[config.mk]
export PLATFORM = sky130hd
export DESIGN_NAME = ppo_top
export DESIGN_NICKNAME = d
export VERILOG_FILES = /design/src/logic/ppo_pkg.sv /design/src/logic/ppo_top.sv
export VERILOG_INCLUDE_DIRS = /design/src /design/src/logic
export SDC_FILE = /design/constraint.sdc
export NUM_CORES = 1
export LEC_CHECK = 0
export BUFFER_PORTS_ARGS = -buffer_cell sky130_fd_sc_hd__buf_4
export CAP_MARGIN = 0
export CORE_MARGIN = 10
export CORE_UTILIZATION = 45
export CTS_CLUSTER_SIZE = 16
export DETAILED_ROUTE_END_ITERATION = 10
export PLACE_DENSITY_LB_ADDON = 0.08
export RECOVER_POWER = 25
export SLEW_MARGIN = 25
export SYNTH_ARGS = -nofsm -noshare
export SYNTH_HDL_FRONTEND = slang
export SYNTH_SLANG_ARGS = --single-unit
[constraint.sdc]
create_clock -name mclk -period 3.6 [get_ports mclk]
set_input_delay 0.72 -clock mclk [delete_from_list [all_inputs] [get_ports mclk]]
set_output_delay 0.72 -clock mclk [all_outputs]
set_load 0.005 [all_outputs]
[src/logic/ppo_regs.svh]
`ifndef PPO_REGS_SVH
`define PPO_REGS_SVH
`define PPO_ADDR_W          4
`define PPO_ENA_HI          4'h0
`define PPO_ENA_LO          4'h1
`define PPO_OUT_HI          4'h2
`define PPO_OUT_LO          4'h3
`define PPO_STG_HI          4'h4
`define PPO_STG_LO          4'h5
`define PPO_STG_HI_ALT      4'h6
`define PPO_STG_LO_ALT      4'h7
`define PPO_TRIG_SEL        4'h8
`define PPO_ENA_RST         8'h00
`define PPO_OUT_RST         8'h00
`define PPO_STG_RST         8'h00
`define PPO_TRIG_SEL_RST    8'hff
`endif

[src/logic/ppo_pkg.sv]
package ppo_pkg;
    typedef logic [7:0] ppo_byte_t;
    typedef logic [1:0] ppo_sel_t;
endpackage : ppo_pkg

[src/logic/ppo_top.sv]
`include "ppo_regs.svh"
module ppo_top
    import ppo_pkg::*;
(
    // Clock and reset
    input  wire logic                   mclk,
    input  wire logic                   arst_n,
    // Register port
    input  wire logic [`PPO_ADDR_W-1:0] reg_addr,
    input  wire logic [7:0]             reg_wdata,
    input  wire logic                   reg_wr,
    input  wire logic                   reg_rd,
    output logic      [7:0]             reg_rdata,
    // Timer compare-match events, channels 3..0
    input  wire logic [3:0]             timer_match,
    // Pulse output pins
    output logic      [15:0]            pulse_out
);

////////////////////////////////////////////////////////////////////////////////
    ppo_byte_t   ena_hi_ff, ena_lo_ff, out_hi_ff, out_lo_ff;
    ppo_byte_t   stg_hi_ff, stg_lo_ff, sel_ff;
    logic [7:0]  rdata_ff;
    logic [3:0]  grp_trig;
    logic [15:0] ena_all, stg_all, nxt_out;
    logic        hi_same, lo_same;

    // Write with nibble split per trigger sharing
    function automatic ppo_byte_t stg_wr(input ppo_byte_t old, input ppo_byte_t wd,
                                         input logic same, input logic alt,
                                         input logic [3:0] a);
        ppo_byte_t r;
        r = old;
        if (same) begin
            if (a == `PPO_STG_HI || a == `PPO_STG_LO)
                r = wd;
        end else if (alt) begin
            r[3:0] = wd[3:0];
        end else begin
            r[7:4] = wd[7:4];
        end
        return r;
    endfunction : stg_wr

    function automatic ppo_byte_t stg_rd(input ppo_byte_t v, input logic same,
                                         input logic alt);
        ppo_byte_t r;
        r = v;
        if (!same)
            r = alt ? {4'hf, v[3:0]} : {v[7:4], 4'hf};
        return r;
    endfunction : stg_rd

////////////////////////////////////////////////////////////////////////////////
    // trigger channel select
    always_comb begin
        for (int g = 0; g < 4; g++)
            grp_trig[g] = timer_match[sel_ff[2*g +: 2]];
    end

    assign hi_same = (sel_ff[7:6] == sel_ff[5:4]);
    assign lo_same = (sel_ff[3:2] == sel_ff[1:0]);
    assign ena_all = {ena_hi_ff, ena_lo_ff};
    assign stg_all = {stg_hi_ff, stg_lo_ff};

////////////////////////////////////////////////////////////////////////////////
    always_ff @(posedge mclk or negedge arst_n) begin
        if (!arst_n) begin
            ena_hi_ff <= `PPO_ENA_RST;
            ena_lo_ff <= `PPO_ENA_RST;
        end else if (reg_wr && reg_addr == `PPO_ENA_HI) begin
            ena_hi_ff <= reg_wdata;
        end else if (reg_wr && reg_addr == `PPO_ENA_LO) begin
            ena_lo_ff <= reg_wdata;
        end
    end

    always_ff @(posedge mclk or negedge arst_n) begin
        if (!arst_n)
            sel_ff <= `PPO_TRIG_SEL_RST;
        else if (reg_wr && reg_addr == `PPO_TRIG_SEL)
            sel_ff <= reg_wdata;
    end

    always_ff @(posedge mclk or negedge arst_n) begin
        if (!arst_n) begin
            stg_hi_ff <= `PPO_STG_RST;
            stg_lo_ff <= `PPO_STG_RST;
        end else if (reg_wr) begin
            if (reg_addr == `PPO_STG_HI || reg_addr == `PPO_STG_HI_ALT)
                stg_hi_ff <= stg_wr(stg_hi_ff, reg_wdata, hi_same,
                                    reg_addr == `PPO_STG_HI_ALT, reg_addr);
            if (reg_addr == `PPO_STG_LO || reg_addr == `PPO_STG_LO_ALT)
                stg_lo_ff <= stg_wr(stg_lo_ff, reg_wdata, lo_same,
                                    reg_addr == `PPO_STG_LO_ALT, reg_addr);
        end
    end

////////////////////////////////////////////////////////////////////////////////
    // four independent groups
    always_comb begin
        nxt_out = {out_hi_ff, out_lo_ff};
        if (reg_wr && reg_addr == `PPO_OUT_HI)
            nxt_out[15:8] = (out_hi_ff & ena_hi_ff) | (reg_wdata & ~ena_hi_ff);
        if (reg_wr && reg_addr == `PPO_OUT_LO)
            nxt_out[7:0] = (out_lo_ff & ena_lo_ff) | (reg_wdata & ~ena_lo_ff);
        for (int b = 0; b < 16; b++)
            if (grp_trig[b/4] && ena_all[b])
                nxt_out[b] = stg_all[b];
    end

    // Output data register
    always_ff @(posedge mclk or negedge arst_n) begin
        if (!arst_n) begin
            out_hi_ff <= `PPO_OUT_RST;
            out_lo_ff <= `PPO_OUT_RST;
        end else begin
            out_hi_ff <= nxt_out[15:8];
            out_lo_ff <= nxt_out[7:0];
        end
    end

    assign pulse_out = {out_hi_ff, out_lo_ff};

////////////////////////////////////////////////////////////////////////////////
    always_ff @(posedge mclk or negedge arst_n) begin
        if (!arst_n) begin
            rdata_ff <= 8'h00;
        end else if (reg_rd) begin
            unique case (reg_addr)
                `PPO_ENA_HI:     rdata_ff <= ena_hi_ff;
                `PPO_ENA_LO:     rdata_ff <= ena_lo_ff;
                `PPO_OUT_HI:     rdata_ff <= out_hi_ff;
                `PPO_OUT_LO:     rdata_ff <= out_lo_ff;
                `PPO_STG_HI:     rdata_ff <= stg_rd(stg_hi_ff, hi_same, 1'b0);
                `PPO_STG_LO:     rdata_ff <= stg_rd(stg_lo_ff, lo_same, 1'b0);
                `PPO_STG_HI_ALT: rdata_ff <= hi_same ? 8'h00 : {4'hf, stg_hi_ff[3:0]};
                `PPO_STG_LO_ALT: rdata_ff <= lo_same ? 8'h00 : {4'hf, stg_lo_ff[3:0]};
                `PPO_TRIG_SEL:   rdata_ff <= sel_ff;
                default:         rdata_ff <= 8'h00;
            endcase
        end else begin
            rdata_ff <= 8'h00;
        end
    end
    assign reg_rdata = rdata_ff;
endmodule : ppo_top

==> impl_metrics.env <==
export IMPL_outcome="finished with violations"
export IMPL_violations="capacitance limit, slew limit"
export IMPL_period_needed_ns=2.29
export IMPL_first_pass_iters=4
export IMPL_layout_nets=340
export IMPL_synth_main_ff_cell="dfrtp_1"
export IMPL_drive_gt1_frac=0.382
export IMPL_die_area_um2=11700
export IMPL_vias_per_cell=5.70
export IMPL_cts_sinks=64
export IMPL_p_leak_nw=1.80
export IMPL_cp_num_buf_inv=2
export IMPL_crit_type="input pin to flop"
export IMPL_vias=2433
export IMPL_max_vdd_ir_drop_mv=0.290
export IMPL_pwr_density_cell_nw_per_um2=644
export IMPL_fmax_mhz=436
export IMPL_setup_violations=0
export IMPL_grt_util_all_layers=0.159
export IMPL_crit_family="simple AND/OR/NAND/NOR gates"
export IMPL_drv_cap=1
export IMPL_endpoint_kind="flop"
export IMPL_fin_worst_skew_ns=0.0112
export IMPL_postCtsHoldBufs=0
export IMPL_slew_violations=65
export IMPL_ys_seq_area_frac=0.462
export IMPL_core_um2=7650
export IMPL_worstReg2RegEnd="stg_lo_ff[0]"
export IMPL_max_stage_delay_ns=0.54
export IMPL_syn_inst=276
export IMPL_htreeDepth=3
export IMPL_startpoint_type="input pin"
export IMPL_avgRoutedWirePerCell_um=20.8
export IMPL_yosysWarnings=0
export IMPL_yosysTopAreaCell="dfrtp_1"
export IMPL_cp_max_fo=18
export IMPL_final_antenna_net_count=0
export IMPL_fin_crit_sh=0.637
export IMPL_postCtsSetupBuffers=0
export IMPL_drt_total_wl_mm=8.90
export IMPL_first_global_vias=2488
export IMPL_die_width_um=108
export IMPL_diodes=0
export IMPL_cts_tree="done"
export IMPL_first_iter_violations=117
export IMPL_hold_viol_final=0
export IMPL_final_setup_worst_slack_ns=1.31
export IMPL_grt_pass1_wl_mm=14.2
export IMPL_syn_mean_instance_area_um2=12.6
export IMPL_hold_depth=1
export IMPL_worstPathCellList="buf_4 -> or3b_1 -> nor3b_2 -> buf_4 -> mux2i_1 -> mux2i_1"
export IMPL_clk_pin_slew_ns=0.07
export IMPL_area_growth_pct=16.7
export IMPL_yosysTopAreaCellShare=0.401
export IMPL_regArea_um2=1610
export IMPL_critPathArrivalTime_ns=2.52
export IMPL_holdWs_ns=0.499
export IMPL_reg2regPathDepth=4
export IMPL_place_ws_ns=0.948
export IMPL_port_buffers=43
export IMPL_root_buffer="clkbuf_8"
export IMPL_globalplace_congestion=0.886
export IMPL_synth_cell_types=43
export IMPL_synth_seq_cells=64
export IMPL_start_util=0.456
export IMPL_crit_slowest_cell="or3b_1"
export IMPL_numCtsBuffers=9
export IMPL_max_slew_margin=-0.0593
export IMPL_synth_edf_count=0
export IMPL_hp_class="flop to flop"
export IMPL_r2r_slack_ns=1.48
export IMPL_fillers=686
export IMPL_required_ns=3.83
export IMPL_hpwlAfterDp_mm=6.37
export IMPL_synth_area_um2=3490
export IMPL_multiInputGateArea_um2=1780
export IMPL_drc=0
export IMPL_clock_path_buffers=2
export IMPL_antenna_found_initial=0
export IMPL_worst_pin_slew_ns=1.59
export IMPL_hp_start="ena_lo_ff[6]"
export IMPL_rows=32
export IMPL_rsz0062_at_grt="false"
export IMPL_syn_num_nets=296
export IMPL_io_pins=44
export IMPL_grt_ovfl_total=0
export IMPL_cts_resized=0
export IMPL_async_flop_share=1.00
export IMPL_die_h_um=108
export IMPL_grt_max_degree=65
export IMPL_worstSkewPairLatency_ns=0.35
export IMPL_yosys_top_cells_area="dfrtp_1, mux2i_1, mux2_2"
export IMPL_setup_tns_final_ns=0
export IMPL_r2r_start="sel_ff[3]"
==> worst max path at each step <==
stage                startpoint   end  slack, ns  depth (start not counted)
CTS                 reg_addr[1]  flop       1.32                          6
floorplan           reg_addr[1]  flop       1.57                          7
global placement    reg_addr[1]  flop       0.99                          6
finish              reg_addr[1]  flop       1.31                          6
detailed placement  reg_addr[1]  flop       0.95                          6
global route        reg_addr[1]  flop       1.19                          6
==> cell usage after synthesis, drive strengths merged, types with 3 or more instances <==
| cell | n |
|---|---|
| a21oi | 11 |
| mux2 | 41 |
| buf | 9 |
| mux4 | 8 |
| nand3 | 7 |
| mux2i | 54 |
| xnor2 | 4 |
| a31oi | 7 |
| o21ai | 10 |
| a211oi | 3 |
| dfstp | 8 |
| nand2 | 10 |
| nor2 | 9 |
| dfrtp | 56 |
| clkbuf | 3 |
| o22ai | 3 |
| a221oi | 4 |
| inv | 5 |
| nor3b | 4 |
==> worst reg2reg max path: cells and delay by family, from the launching register on <==
| family | cells | cell delay (ns) |
|---|---|---|
| flip-flops | 1 | 0.60 |
| AO/OA/AOI/OAI | 1 | 0.56 |
| multiplexers | 1 | 0.41 |
| XOR/XNOR | 1 | 0.31 |
| AND/OR/NAND/NOR | 1 | 0.13 |
==> report_power, final <==
part | switching, W | internal (W)
Clock | 0.000288 | 0.000339
Sequential | 0.000227 | 0.000952
Combinational | 0.000362 | 0.000455
==> cell usage in the layout (no fill, tap or decap), types with 5 or more instances in the layout <==
master,n
dfrtp_1,56
mux2i_1,54
buf_4,44
mux2_2,41
a21oi_1,11
nand2_1,10
clkbuf_8,10
nor2_1,9
o21ai_0,9
mux4_2,8
dfstp_2,8
a31oi_1,7
nand3_1,6
inv_1,5
==> layout make-up <==
cell class              count  area share
well taps                 102      0.0313
clock inverters             6      0.0169
flip-flops and latches     64       0.395
inverters                   5     0.00461
clock buffers              10      0.0338
multi-input cells         195       0.436
repair buffers             45      0.0823
==> metrics by stage <==
step                power (W)  cells   util  instance area [um^2]
floorplan             0.00166    276      -                  3490
global placement      0.00200    411  0.506                  3870
detailed placement    0.00202    411  0.506                  3870
CTS                   0.00265    427  0.533                  4080
global route          0.00281    427  0.533                  4080
finish                0.00262    427  0.533                  4080
==> routing by layer <==
layer	track usage	vias up	routed length [um]
met2	0.235	54	4080
li1	-	1144	-
met3	0.0518	7	400
met1	0.222	1228	4330
met5	0	-	0
met4	0.0315	0	84
==> cells by family (layout without fill, tap and decap cells) <==
group / Yosys count / count (layout) / share of synthesized area
simple gates: 40 / 40 / 0.0667
xor+xnor: 6 / 6 / 0.0172
flops: 64 / 64 / 0.462
compound gates: 46 / 46 / 0.0860
buf+inv: 17 / 66 / 0.0297
mux: 103 / 103 / 0.339
(Power assumes the default switching activity.)
